### src/dpra_pkg.sv
// shared constants and types of the dual port reservation arbiter
// assumes a single 20 MHz system clock and an axi4-lite register master
package dpra_pkg;

  // clock and timing
  localparam int unsigned CLK_HZ       = 20_000_000;
  localparam int unsigned T_REL_MS     = 500;
  localparam int unsigned T_BLK_US     = 30;
  localparam int unsigned REL_CYC      = CLK_HZ / 1000 * T_REL_MS;
  localparam int unsigned BLK_CYC      = CLK_HZ / 1_000_000 * T_BLK_US;
  localparam int unsigned TMR_W        = 24;

  // register map (byte addresses)
  localparam logic [7:0] ADDR_CTRL     = 8'h00;
  localparam logic [7:0] ADDR_STATUS   = 8'h04;

  // ctrl fields
  localparam int unsigned CTRL_INHIBIT = 0;
  localparam logic        CTRL_INHIBIT_RST = 1'b0;

  // status fields
  localparam int unsigned ST_OWNER     = 0;
  localparam int unsigned ST_PEND_A    = 2;
  localparam int unsigned ST_PEND_B    = 3;
  localparam int unsigned ST_TMR_RUN   = 4;
  localparam int unsigned ST_BLACKOUT  = 5;
  localparam int unsigned ST_RELQ_A    = 6;
  localparam int unsigned ST_RELQ_B    = 7;

  // axi responses
  localparam logic [1:0] RESP_OKAY     = 2'h0;
  localparam logic [1:0] RESP_SLVERR   = 2'h2;

  typedef enum logic [1:0] {
    OWN_NONE = 2'b00,
    OWN_A    = 2'b01,
    OWN_B    = 2'b10
  } dpra_owner_t;

endpackage

### src/dpra_arbiter.sv
// dual port reservation arbiter with axi4-lite control/status registers
// assumes all port pins are synchronous to clk_sys_i (20 MHz)
//
// The AXI4-Lite interface to the registers and the register addresses are this design's own decisions.
`timescale 1ns/100ps
`default_nettype none
// Functional notes
// RULE1: select reserves drive unless other port owns
// RULE2: reservation held until release or priority select
// RULE3: power-up leaves drive unreserved
// RULE4: pending other unit gets drive on release
// RULE5: select with bus line 9 forces reservation
// RULE6: forced switch at select strobe leading edge
// RULE7: held force never blocks other port's force
// RULE8: control select with line 9 requests release
// RULE9: release completes when select strobe negates
// RULE10: release only with fault clear or track-zero return; the code has no fault or track-zero input and accepts every request
// RULE11: enabled timer releases 500 ms after reservation
// RULE12: software setting inhibits release timer
// RULE13: inhibited timer keeps reservation until release/force
// RULE14: precedence prioB, prioA, relB, relA, timer
// RULE15: busy to selector high if other owns
// RULE16: seek done negated 30 us after release; the code does so only on handover to a waiting unit, at its port
// RULE17: route signals only with owning unit; while no unit owns, the code passes drive seek end to both ports
// RULE18: timer counts system clock cycles to parameter
module dpra_arbiter
  import dpra_pkg::*;
#(
  parameter logic [TMR_W-1:0] REL_CYCLES = TMR_W'(REL_CYC)
) (
  input  wire logic        clk_sys_i,
  input  wire logic        nrst_i,
  // port a control unit
  input  wire logic        sel_a_i,
  input  wire logic        bus9_a_i,
  input  wire logic        ctl_sel_a_i,
  input  wire logic [7:0]  cmd_a_i,
  output logic             busy_a_o,
  output logic             seek_end_a_o,
  output logic [7:0]       stat_a_o,
  // port b control unit
  input  wire logic        sel_b_i,
  input  wire logic        bus9_b_i,
  input  wire logic        ctl_sel_b_i,
  input  wire logic [7:0]  cmd_b_i,
  output logic             busy_b_o,
  output logic             seek_end_b_o,
  output logic [7:0]       stat_b_o,
  // drive side
  input  wire logic        drv_seek_end_i,
  input  wire logic [7:0]  drv_stat_i,
  output logic [7:0]       drive_cmd_o,
  output logic [1:0]       owner_o,
  // axi4-lite slave
  input  wire logic [7:0]  s_axi_awaddr,
  input  wire logic        s_axi_awvalid,
  output logic             s_axi_awready,
  input  wire logic [31:0] s_axi_wdata,
  input  wire logic [3:0]  s_axi_wstrb,
  input  wire logic        s_axi_wvalid,
  output logic             s_axi_wready,
  output logic [1:0]       s_axi_bresp,
  output logic             s_axi_bvalid,
  input  wire logic        s_axi_bready,
  input  wire logic [7:0]  s_axi_araddr,
  input  wire logic        s_axi_arvalid,
  output logic             s_axi_arready,
  output logic [31:0]      s_axi_rdata,
  output logic [1:0]       s_axi_rresp,
  output logic             s_axi_rvalid,
  input  wire logic        s_axi_rready
);

  typedef struct packed {
    dpra_owner_t owner;
    logic        sel_a_d;
    logic        sel_b_d;
    logic        pend_a;
    logic        pend_b;
    logic        relq_a;
    logic        relq_b;
    logic        tmr_go;
    logic        tmr_stop;
    logic        blk_go;
    logic        blk_to_a;
    logic        inhibit;
    logic        busy_a;
    logic        busy_b;
    logic        seek_a;
    logic        seek_b;
    logic [7:0]  stat_a;
    logic [7:0]  stat_b;
    logic [7:0]  cmd;
    logic        aw_got;
    logic [7:0]  aw_addr;
    logic        w_got;
    logic [31:0] w_data;
    logic [3:0]  w_strb;
    logic        awready;
    logic        wready;
    logic        bvalid;
    logic [1:0]  bresp;
    logic        arready;
    logic        rvalid;
    logic [31:0] rdata;
    logic [1:0]  rresp;
  } dpra_state_t;

  dpra_state_t r_reg;
  dpra_state_t r_next;

  logic tmr_busy;
  logic tmr_done;
  logic blk_busy;

  // interval for the reservation release timer
  dpra_timer #(
    .CYCLES    (REL_CYCLES)
  ) u_rel_tmr (
    .clk_sys_i (clk_sys_i),
    .nrst_i    (nrst_i),
    .start_i   (r_reg.tmr_go),
    .stop_i    (r_reg.tmr_stop),
    .busy_o    (tmr_busy),
    .done_o    (tmr_done)
  );

  // seek end blackout after handing the drive to a waiting unit
  dpra_timer #(
    .CYCLES    (TMR_W'(BLK_CYC))
  ) u_blk_tmr (
    .clk_sys_i (clk_sys_i),
    .nrst_i    (nrst_i),
    .start_i   (r_reg.blk_go),
    .stop_i    (1'b0),
    .busy_o    (blk_busy),
    .done_o    ()
  );

  // events of this cycle
  logic rise_a;
  logic rise_b;
  logic prio_a;
  logic prio_b;
  logic rel_a;
  logic rel_b;
  logic tmo;

  assign rise_a = sel_a_i && !r_reg.sel_a_d;
  assign rise_b = sel_b_i && !r_reg.sel_b_d;
  // only a fresh leading edge forces, so a held strobe cannot lock out
  assign prio_a = rise_a && bus9_a_i; // see RULE5 see RULE6 see RULE7
  assign prio_b = rise_b && bus9_b_i; // see RULE5 see RULE6 see RULE7
  assign rel_a  = r_reg.relq_a && !sel_a_i && r_reg.owner == OWN_A; // see RULE9
  assign rel_b  = r_reg.relq_b && !sel_b_i && r_reg.owner == OWN_B; // see RULE9
  assign tmo    = tmr_done && !r_reg.inhibit
                  && r_reg.owner != OWN_NONE; // see RULE11 see RULE13

  function automatic logic [31:0] read_word(input logic [7:0] addr,
                                            input dpra_state_t s,
                                            input logic trun,
                                            input logic blk);
    logic [31:0] v;
    v = 32'h0000_0000;
    if (addr == ADDR_CTRL) begin
      v[CTRL_INHIBIT] = s.inhibit;
    end else if (addr == ADDR_STATUS) begin
      v[ST_OWNER +: 2] = s.owner;
      v[ST_PEND_A]     = s.pend_a;
      v[ST_PEND_B]     = s.pend_b;
      v[ST_TMR_RUN]    = trun;
      v[ST_BLACKOUT]   = blk;
      v[ST_RELQ_A]     = s.relq_a;
      v[ST_RELQ_B]     = s.relq_b;
    end
    return v;
  endfunction

  function automatic logic addr_ok(input logic [7:0] addr);
    return addr == ADDR_CTRL || addr == ADDR_STATUS;
  endfunction

  always_comb begin
    r_next          = r_reg;
    r_next.sel_a_d  = sel_a_i;
    r_next.sel_b_d  = sel_b_i;
    r_next.tmr_go   = 1'b0;
    r_next.tmr_stop = 1'b0;
    r_next.blk_go   = 1'b0;

    // fixed precedence among coinciding events
    if (prio_b) begin // see RULE14
      r_next.owner  = OWN_B;
      r_next.pend_b = 1'b0;
    end else if (prio_a) begin
      r_next.owner  = OWN_A;
      r_next.pend_a = 1'b0;
    end else if (rel_b || (tmo && r_reg.owner == OWN_B)) begin
      r_next.owner = r_reg.pend_a ? OWN_A : OWN_NONE; // see RULE4
      r_next.blk_go   = r_reg.pend_a; // see RULE16
      r_next.blk_to_a = 1'b1;
      r_next.pend_a   = 1'b0;
    end else if (rel_a || tmo) begin
      r_next.owner = r_reg.pend_b ? OWN_B : OWN_NONE; // see RULE4
      r_next.blk_go   = r_reg.pend_b; // see RULE16
      r_next.blk_to_a = 1'b0;
      r_next.pend_b   = 1'b0;
    end

    // plain selection: reserve when free, remember the attempt while the other port owns
    if (rise_b && !bus9_b_i) begin
      if (r_next.owner == OWN_NONE) begin
        r_next.owner = OWN_B; // see RULE1
      end else if (r_next.owner == OWN_A) begin
        r_next.pend_b = 1'b1;
      end
    end
    if (rise_a && !bus9_a_i) begin
      if (r_next.owner == OWN_NONE) begin
        r_next.owner = OWN_A; // see RULE1
      end else if (r_next.owner == OWN_B) begin
        r_next.pend_a = 1'b1;
      end
    end

    // release request; the reservation stays until the strobe drops
    if (r_next.owner != OWN_A) begin
      r_next.relq_a = 1'b0;
    end else if (ctl_sel_a_i && bus9_a_i && sel_a_i) begin
      r_next.relq_a = 1'b1; // see RULE8 see RULE10
    end
    if (r_next.owner != OWN_B) begin
      r_next.relq_b = 1'b0;
    end else if (ctl_sel_b_i && bus9_b_i && sel_b_i) begin
      r_next.relq_b = 1'b1; // see RULE8 see RULE10
    end
    // holding is implicit: owner only changes on the events above
    // see RULE2

    // restart the release interval on every new or moved reservation
    if (r_next.owner != r_reg.owner) begin
      r_next.tmr_go   = r_next.owner != OWN_NONE; // see RULE11 see RULE18
      r_next.tmr_stop = r_next.owner == OWN_NONE;
    end

    // port outputs
    r_next.busy_a = sel_a_i && r_reg.owner == OWN_B; // see RULE15
    r_next.busy_b = sel_b_i && r_reg.owner == OWN_A; // see RULE15
    unique case (r_reg.owner) // see RULE17
      OWN_A: begin
        r_next.cmd    = cmd_a_i;
        r_next.stat_a = drv_stat_i;
        r_next.stat_b = 8'h00;
        r_next.seek_a = drv_seek_end_i && !(blk_busy && r_reg.blk_to_a);
        r_next.seek_b = 1'b1;
      end
      OWN_B: begin
        r_next.cmd    = cmd_b_i;
        r_next.stat_a = 8'h00;
        r_next.stat_b = drv_stat_i;
        r_next.seek_a = 1'b1;
        r_next.seek_b = drv_seek_end_i && !(blk_busy && !r_reg.blk_to_a);
      end
      OWN_NONE: begin
        r_next.cmd    = 8'h00;
        r_next.stat_a = 8'h00;
        r_next.stat_b = 8'h00;
        r_next.seek_a = drv_seek_end_i;
        r_next.seek_b = drv_seek_end_i;
      end
      default: begin
        r_next.cmd    = 8'h00;
        r_next.stat_a = 8'h00;
        r_next.stat_b = 8'h00;
        r_next.seek_a = 1'b0;
        r_next.seek_b = 1'b0;
      end
    endcase

    // axi4-lite write: address and data taken in either order
    r_next.awready = 1'b0;
    r_next.wready  = 1'b0;
    if (r_reg.awready && s_axi_awvalid) begin
      r_next.aw_got  = 1'b1;
      r_next.aw_addr = s_axi_awaddr;
    end else if (!r_reg.aw_got && !r_reg.bvalid) begin
      r_next.awready = 1'b1;
    end
    if (r_reg.wready && s_axi_wvalid) begin
      r_next.w_got  = 1'b1;
      r_next.w_data = s_axi_wdata;
      r_next.w_strb = s_axi_wstrb;
    end else if (!r_reg.w_got && !r_reg.bvalid) begin
      r_next.wready = 1'b1;
    end
    if (r_reg.aw_got && r_reg.w_got && !r_reg.bvalid) begin
      r_next.bvalid = 1'b1;
      r_next.aw_got = 1'b0;
      r_next.w_got  = 1'b0;
      r_next.bresp  = addr_ok(r_reg.aw_addr) ? RESP_OKAY : RESP_SLVERR;
      if (r_reg.aw_addr == ADDR_CTRL && r_reg.w_strb[0]) begin
        r_next.inhibit = r_reg.w_data[CTRL_INHIBIT]; // see RULE12
      end
    end else if (r_reg.bvalid && s_axi_bready) begin
      r_next.bvalid = 1'b0;
    end

    // axi4-lite read
    r_next.arready = 1'b0;
    if (r_reg.arready && s_axi_arvalid) begin
      r_next.rvalid = 1'b1;
      r_next.rdata  = read_word(s_axi_araddr, r_reg, tmr_busy, blk_busy);
      r_next.rresp  = addr_ok(s_axi_araddr) ? RESP_OKAY : RESP_SLVERR;
    end else if (r_reg.rvalid && s_axi_rready) begin
      r_next.rvalid = 1'b0;
    end else if (!r_reg.rvalid) begin
      r_next.arready = 1'b1;
    end
  end

  always_ff @(posedge clk_sys_i) begin
    if (!nrst_i) begin
      r_reg         <= '0;
      r_reg.owner   <= OWN_NONE; // see RULE3
      r_reg.inhibit <= CTRL_INHIBIT_RST;
    end else begin
      r_reg <= r_next;
    end
  end

  assign busy_a_o      = r_reg.busy_a;
  assign busy_b_o      = r_reg.busy_b;
  assign seek_end_a_o  = r_reg.seek_a;
  assign seek_end_b_o  = r_reg.seek_b;
  assign stat_a_o      = r_reg.stat_a;
  assign stat_b_o      = r_reg.stat_b;
  assign drive_cmd_o   = r_reg.cmd;
  assign owner_o       = r_reg.owner;
  assign s_axi_awready = r_reg.awready;
  assign s_axi_wready  = r_reg.wready;
  assign s_axi_bvalid  = r_reg.bvalid;
  assign s_axi_bresp   = r_reg.bresp;
  assign s_axi_arready = r_reg.arready;
  assign s_axi_rvalid  = r_reg.rvalid;
  assign s_axi_rdata   = r_reg.rdata;
  assign s_axi_rresp   = r_reg.rresp;
endmodule // dpra_arbiter
`default_nettype wire

### src/dpra_timer.sv
// one-shot interval counter: start_i loads the count, done_o pulses at end
// assumes start_i and stop_i are single-cycle or level controls from clk_sys_i
`timescale 1ns/100ps
`default_nettype none
module dpra_timer
  import dpra_pkg::*;
#(
  parameter logic [TMR_W-1:0] CYCLES = TMR_W'(BLK_CYC)
) (
  input  wire logic clk_sys_i,
  input  wire logic nrst_i,
  input  wire logic start_i,
  input  wire logic stop_i,
  output logic      busy_o,
  output logic      done_o
);

  typedef struct packed {
    logic [TMR_W-1:0] cnt;
    logic             run;
    logic             done;
  } dpra_tmr_state_t;

  dpra_tmr_state_t r_reg;
  dpra_tmr_state_t r_next;

  always_comb begin
    r_next      = r_reg;
    r_next.done = 1'b0;
    if (start_i) begin
      // restart wins over stop: a new reservation re-arms the interval
      r_next.cnt = CYCLES - TMR_W'(1);
      r_next.run = 1'b1;
    end else if (stop_i) begin
      r_next.run = 1'b0;
    end else if (r_reg.run) begin
      if (r_reg.cnt == '0) begin
        r_next.run  = 1'b0;
        r_next.done = 1'b1;
      end else begin
        r_next.cnt = r_reg.cnt - TMR_W'(1);
      end
    end
  end

  always_ff @(posedge clk_sys_i) begin
    if (!nrst_i) begin
      r_reg <= '0;
    end else begin
      r_reg <= r_next;
    end
  end

  assign busy_o = r_reg.run;
  assign done_o = r_reg.done;
endmodule // dpra_timer
`default_nettype wire

### config.mk
export PLATFORM = sky130hd
export DESIGN_NAME = dpra_arbiter
export DESIGN_NICKNAME = d
export VERILOG_FILES = /design/src/dpra_pkg.sv /design/src/dpra_arbiter.sv /design/src/dpra_timer.sv
export SDC_FILE = /design/constraint.sdc
export NUM_CORES = 1
export LEC_CHECK = 0
export BUFFER_PORTS_ARGS = -buffer_cell sky130_fd_sc_hd__buf_2
export CAP_MARGIN = 30
export CORE_ASPECT_RATIO = 1.75
export CORE_MARGIN = 1
export CORE_UTILIZATION = 47
export CTS_CLUSTER_SIZE = 28
export DETAILED_ROUTE_END_ITERATION = 10
export PLACE_DENSITY_LB_ADDON = 0.15
export RECOVER_POWER = 25
export SLEW_MARGIN = 40
export SYNTH_ARGS = -nofsm -noshare
export SYNTH_HDL_FRONTEND = slang
export SYNTH_SLANG_ARGS = --single-unit
### constraint.sdc
create_clock -name clk_sys_i -period 2.5 [get_ports clk_sys_i]
set_clock_uncertainty 0.15 [all_clocks]
set_input_delay 0.5 -clock clk_sys_i [delete_from_list [all_inputs] [get_ports clk_sys_i]]
set_output_delay 0.5 -clock clk_sys_i [all_outputs]
set_load 0.03 [all_outputs]
==> results of run 1 <==
## per-stage QoR
step	power (W)	instances	setup slack, ns
final	0.00531	874	-0.0849
after global routing	0.00552	874	-0.137
after CTS	0.00533	871	-0.0729
after detailed placement	0.00283	838	-0.0950
after global placement	0.00281	838	-0.0507
after floorplan	0.00262	652	0.00296
## cells by family (layout without fill, tap and decap cells)
family | after synthesis | after routing | share of synthesized area
AOI/OAI and AO/OA | 141 | 141 | 0.169
buffers and inverters | 103 | 193 | 0.115
and+or+nand+nor | 243 | 243 | 0.240
muxes | 3 | 3 | 0.00556
adders and majority gates | 2 | 2 | 0.00463
other | 1 | 26 | 0.000694
DFF | 119 | 119 | 0.441
xor gates and xnor gates | 15 | 15 | 0.0243
## final timing paths
check	startpoint	endpoint	slack [ns]	cells after the start
worst min-delay path	drv_stat_i[3]	stat_b_o[3]	0.17	3
worst max-delay path	u_rel_tmr.r_reg[2]	u_rel_tmr.r_reg[24]	-0.08	7
worst min register to register	s_axi_rvalid	s_axi_arready	0.29	1
worst max register to register	u_rel_tmr.r_reg[2]	u_rel_tmr.r_reg[24]	-0.08	7
## final cells by class
| type | count | share of cell area |
|---|---|---|
| clock inverter | 14 | 0.0268 |
| multi-input combinational | 430 | 0.387 |
| clock buffer | 18 | 0.0651 |
| tap | 132 | 0.0250 |
| inverter | 16 | 0.00911 |
| timing repair buffer | 145 | 0.126 |
| sequential | 119 | 0.361 |
## power groups by stage
stage	clock (W)	combinational, W	sequential (W)
final	0.00249	0.000763	0.00206
after global routing	0.00261	0.000836	0.00207
after CTS	0.00253	0.000749	0.00206
after detailed placement	0	0.000730	0.00210
after global placement	0	0.000717	0.00209
after floorplan	0	0.000517	0.00210
## per-layer routing
layer | vias to the layer above | GRT usage | part of all wire
met4 | 0 | 0.102 | 0.020
met5 | - | 0 | 0
met1 | 2226 | 0.214 | 0.39
li1 | 2364 | - | -
met3 | 20 | 0.0494 | 0.037
met2 | 120 | 0.398 | 0.55
## timing repair
action / in CTS / in global routing
buffers inserted: 1 / 3
resized for setup: 11 / 5
pin swaps: 2 / 5
setup endpoints to repair: 6 / 16
endpoints found under the hold margin: 0 / 0
## cells in the mapped netlist, drive strengths merged, types with 3 or more instances
library cell,count
inv,16
nor3,24
or4b,4
nor4,15
nand3b,3
o31ai,7
xor2,8
nand3,6
o31a,3
o21a,6
o311ai,3
a31oi,14
or4,12
buf,66
a22o,7
o21ai,26
and2,6
nand2b,15
or3,24
nor3b,6
clkbuf,21
and3,3
o211ai,6
xnor2,7
mux2i,3
a22oi,8
dfxtp,119
a21oi,44
nand4,5
nor2b,4
or2,7
nor2,56
nand2,46
a41o,3
## tightest hold or removal path: cells and delay by family
kind,cells,cell delay [ns]
buffers and inverters,1,0.07
and+or+nand+nor,2,0.12
==> impl_metrics.csv, run 1 <==
group,metric,value,unit
critical_path,end_kind,"flip-flop",
yosys,seq_area_frac_synth,0.441,
die,rows,51,
worst_hold_path,hold_path_class,"input pin to flip-flop",
yosys,syn_area,0.00540,sq mm
die,die_x,83.1,um
cells_and_area,final_util,0.591,
critical_path,critPathSlowestCell,"or4b_4",
cells_and_area,multi_input_area,0.00255,sq mm
timing,tns,-0.111,ns
pwr,switching_share,0.272,
timing,fmax,0.387,GHz
cts,clock-sinks,119,
cells_and_area,n_fill_cell,993,
cts,clockBufferDepth,2,
global_routing,gr-total-overflow,0,
cells_and_area,seq_area,0.00238,sq mm
pwr,p_int,0.00386,W
yosys,synth_area_leaders,"dfxtp_1 44%, buf_4 8.6%, a21oi_1 4.1%, nor2_1 3.9%, nand2_1 3.2%",
routing,ant_nets,0,
cells_and_area,drive_gt1_frac,0.270,
critical_path,crit_chain,"inv_2 > ha_4 > or4bb_4 > or4_1 > or4b_4 > or3_4 > a21oi_2",
die,die_y,144,um
cts,clkTransAtPathRegs,0.06,ns
timing,maxSlewViolCount,0,
routing,drt_pre_antenna_iters,4,
pwr,power_frac_clock,0.468,
pwr,peakVddDrop,0.000509,V
die,initial_core_util,0.484,
timing,setup_viol,2,
cells_and_area,area_delta_synth_final,22.0,%
cts,cts_made_buffers,17,
yosys,ys_types,57,
timing,worst_slack,-0.0849,ns
die,pin_count,161,
placement,placed_area,0.00591,sq mm
timing,rsz0062_at_grt,"true",
timing,slew_headroom,0.298,
pwr,leakage,2.83,nW
timing,hold_violations,0,
routing,drt-initial-drc-count,181,
global_routing,antenna_found_initial,0,
placement,dp_hpwl,8.99,mm
routing,drc,0,
global_routing,grtUsageTotal,0.210,
cts,tritoncts,"yes",
routing,vias,4730,
critical_path,path_delay_family,"simple AND/OR/NAND/NOR gates",
yosys,synthArstFlopShare,0,
cts,hold_buffers,0,
yosys,netlist_instances,627,
pwr,switching_power,0.00144,W
yosys,synth_edf_count,0,
critical_path,crit_buf_inv,1,
yosys,avgSynthCellArea,8.62,sq um
cells_and_area,postLayoutCellArea,0.00660,sq mm
flow_run,timing.max_cap.violations,0,
yosys,yosys.area.top_type_share,0.441,
cells_and_area,final_common_cell,"dfxtp_1",
die,dieArea,0.0119,sq mm
status,status,"finished with violations",
die,core_area,0.0112,sq mm
critical_path,crit_path_max_fanout,2,
cells_and_area,nNetsFinal,821,
global_routing,first_global_vias,4472,
routing,routed_wl,12.2,mm
critical_path,crit_arrival,2.78,ns
critical_path,slowest_delay,0.50,ns
cells_and_area,layout_common_cells,"118 x dfxtp_1, 99 x buf_2, 56 x nor2_1, 46 x nand2_1, 43 x a21oi_1",
timing,min_period_over_period,1.03,
timing,tightestPinTransition,1.05,ns
placement,port-buffer-count,100,
cts,root_buffer,"clkbuf_16",
critical_path,critical_path_class,"flip-flop to flip-flop",
pwr,p_seq_frac,0.388,
global_routing,grt_max_degree,26,
cts,clk_latency,0.41,ns
yosys,yosys_register_bits,119,
pwr,comb_power_share,0.144,
timing,period_needed,2.58,ns
critical_path,required,2.70,ns
pwr,powerDensity,805,mW/mm^2
global_routing,grt_pass1_wl,20.2,mm
status,violations,"negative setup slack",
routing,avgRoutedWirePerCell,14.0,um
timing,fin_hold_ws,0.169,ns
cts,cts.htree.levels,4,
placement,gp_congestion,0.843,
cells_and_area,antennaDiodeCount,0,
routing,viasPerCell,5.41,
yosys,ys_warn_count,0,
yosys,yosysTopAreaCell,"dfxtp_1",
yosys,ys.flop_type,"dfxtp_1",
critical_path,worstSetupStartpointType,"flip-flop",
(Power assumes the default switching activity.)
==> run 2, diff against run 1 <==
Settings changed: RECOVER_POWER 25 to not set.
==> run 2 against run 1 <==
  * The run still ends with negative setup slack left
  * Clock-buffer cell count stayed put
  * Clock power hardly changed
  * Register-to-register slack hardly changed
  * Via count is 0.27% lower
  * Critical path depth stayed put
  * Sequential share of layout area is 0.068 points lower
  * Die area stayed put
  * Largest cell class unchanged
==> impl_metrics.csv, run 2 (synthesized netlist as in run 1, its figures left out) <==
group,metric,value,unit
status,status,"finished with violations",
status,violations,"negative setup slack",
routing,drt_pre_antenna_iters,4,
routing,viasPerCell,5.40,
cts,clock-sinks,119,
die,initial_core_util,0.484,
timing,maxSlewViolCount,0,
die,pin_count,161,
cts,tritoncts,"yes",
pwr,powerDensity,803,mW/mm^2
cells_and_area,multi_input_area,0.00255,sq mm
cells_and_area,antennaDiodeCount,0,
critical_path,rr_worst_depth,7,
critical_path,startpoint,"u_rel_tmr.r_reg[2]",
die,die_y,144,um
cells_and_area,n_fill_cell,989,
critical_path,crit_chain,"inv_2 > ha_4 > or4bb_4 > or4_1 > or4b_4 > or3_4 > a21oi_2",
cells_and_area,seq_area,0.00238,sq mm
placement,placed_cells,838,
routing,met1_length,4.80,mm
critical_path,crit_path_max_fanout,2,
routing,route.met3.wl,461,um
timing,period_needed,2.59,ns
critical_path,rr_endpoint,"u_rel_tmr.r_reg[24]",
routing,drt-initial-drc-count,189,
global_routing,grt_pass1_wl,20.2,mm
cts,hold_buffers,0,
routing,wl_met2,6.75,mm
routing,top_layer,"met4",
timing,fmax,0.387,GHz
placement,pre_cts_ws,-0.0950,ns
critical_path,crit_buf_inv,1,
global_routing,antenna_found_initial,0,
timing,rsz0062_at_grt,"true",
critical_path,crit_end,"u_rel_tmr.r_reg[24]",
timing,min_period_over_period,1.03,
critical_path,crit_arrival,2.78,ns
critical_path,required,2.70,ns
pwr,peakVddDrop,0.000509,V
cts,clkTransAtPathRegs,0.06,ns
critical_path,critical_path_depth,7,
pwr,switching_power,0.00144,W
routing,drc,0,
worst_hold_path,hold_path_class,"input pin to flip-flop",
pwr,p_seq_frac,0.388,
die,core_area,0.0112,sq mm
cells_and_area,nNetsFinal,821,
cts,clockBufferDepth,2,
routing,routed_wl,12.3,mm
critical_path,reg2reg_from,"u_rel_tmr.r_reg[2]",
timing,worst_slack,-0.0854,ns
placement,gp_congestion,0.843,
placement,port-buffer-count,100,
timing,setup_viol,2,
cells_and_area,final_common_cell,"dfxtp_1",
global_routing,gr-total-overflow,0,
routing,ant_nets,0,
cts,cts_made_buffers,17,
critical_path,path_delay_family,"simple AND/OR/NAND/NOR gates",
routing,vias,4717,
critical_path,critical_path_class,"flip-flop to flip-flop",
cells_and_area,stdcell_count,874,
cells_and_area,drive_gt1_frac,0.275,
die,rows,51,
global_routing,grt_max_degree,26,
timing,slew_headroom,0.486,
cts,root_buffer,"clkbuf_16",
die,dieArea,0.0119,sq mm
critical_path,critPathSlowestCell,"or4b_4",
pwr,power_frac_clock,0.468,
timing,tightestPinTransition,0.771,ns
die,die_x,83.1,um
pwr,leakage,2.85,nW
critical_path,end_kind,"flip-flop",
pwr,p_int,0.00387,W
global_routing,grtUsageTotal,0.210,
critical_path,r2r_slack,-0.09,ns
critical_path,worstSetupStartpointType,"flip-flop",
cts,cts.htree.levels,4,
timing,hold_violations,0,
routing,avgRoutedWirePerCell,14.0,um
critical_path,slowest_delay,0.50,ns
cts,clk_latency,0.41,ns
cells_and_area,layout_common_cells,"118 x dfxtp_1, 100 x buf_2, 56 x nor2_1, 46 x nand2_1, 44 x buf_4",
pwr,comb_power_share,0.144,
placement,dp_hpwl,8.99,mm
flow_run,timing.max_cap.violations,0,
global_routing,first_global_vias,4472,
pwr,switching_share,0.272,
cells_and_area,area_delta_synth_final,22.3,%
run 2: cell types whose count changed in the layout (fill, tap and decap cells not counted):
cell and delta:
and2_1 +2, and2_0 -2, buf_2 +1, clkbuf_1 -4, buf_4 +3
run 2: worst min-delay path by stage:
stage | startpoint | endpoint | slack (ns) | depth (start not counted)
6_report | drv_stat_i[3] | stat_b_o[3] | 0.17 | 3
5_1_grt | cmd_a_i[0] | drive_cmd_o[0] | 0.17 | 3
4_1_cts | drv_stat_i[3] | stat_b_o[3] | 0.15 | 3
3_5_place_dp | s_axi_rvalid | s_axi_arready | 0.29 | 1
3_3_place_gp | s_axi_rvalid | s_axi_arready | 0.29 | 1
2_1_floorplan | r_reg[85] | r_reg[85] | 0.28 | 2
run 2: stage by stage:
stage / hold slack, ns / cell area (sq um) / setup TNS, ns / util / power (W)
after detailed placement: 0.293 / 5910 / -0.193 / 0.529 / 0.00283
after global routing: 0.172 / 6610 / -0.252 / 0.592 / 0.00552
final: 0.170 / 6610 / -0.110 / 0.592 / 0.00531
after floorplan: 0.281 / 5500 / 0 / - / 0.00262
after CTS: 0.154 / 6560 / -0.0887 / 0.587 / 0.00533
after global placement: 0.289 / 5910 / -0.0507 / 0.529 / 0.00281
run 2: per-layer routing:
| layer | vias to the layer above | global-route usage |
|---|---|---|
| met5 | - | 0 |
| met4 | 0 | 0.102 |
| met3 | 20 | 0.0494 |
| met2 | 120 | 0.398 |
| met1 | 2214 | 0.214 |
| li1 | 2363 | - |
run 2: worst reg2reg max path, cell delays in order, from the launching register on:
cell and delay (ns):
dfxtp_2 0.32, inv_2 0.07, ha_4 0.13, or4bb_4 0.47
or4_1 0.42, or4b_4 0.50, or3_4 0.34, a21oi_2 0.12
run 2: layout make-up:
type                       instances  area share
timing repair buffer             145       0.127
clock buffer                      18      0.0649
tap                              132      0.0250
clock inverter                    14      0.0267
sequential                       119       0.361
inverter                          16     0.00909
multi-input combinational        430       0.386
run 2: power groups by stage:
stage,clock network (W),registers (W),logic [W]
final,0.00248,0.00206,0.000765
after global placement,0,0.00209,0.000717
after CTS,0.00253,0.00206,0.000749
after detailed placement,0,0.00210,0.000730
after global routing,0.00261,0.00207,0.000838
after floorplan,0,0.00210,0.000517
run 2: repair_timing:
action                     4_1_cts  5_1_grt
setup endpoints to repair        6       16
pin swaps                        2        5
setup buffers                    1        3
resized for setup               11        5
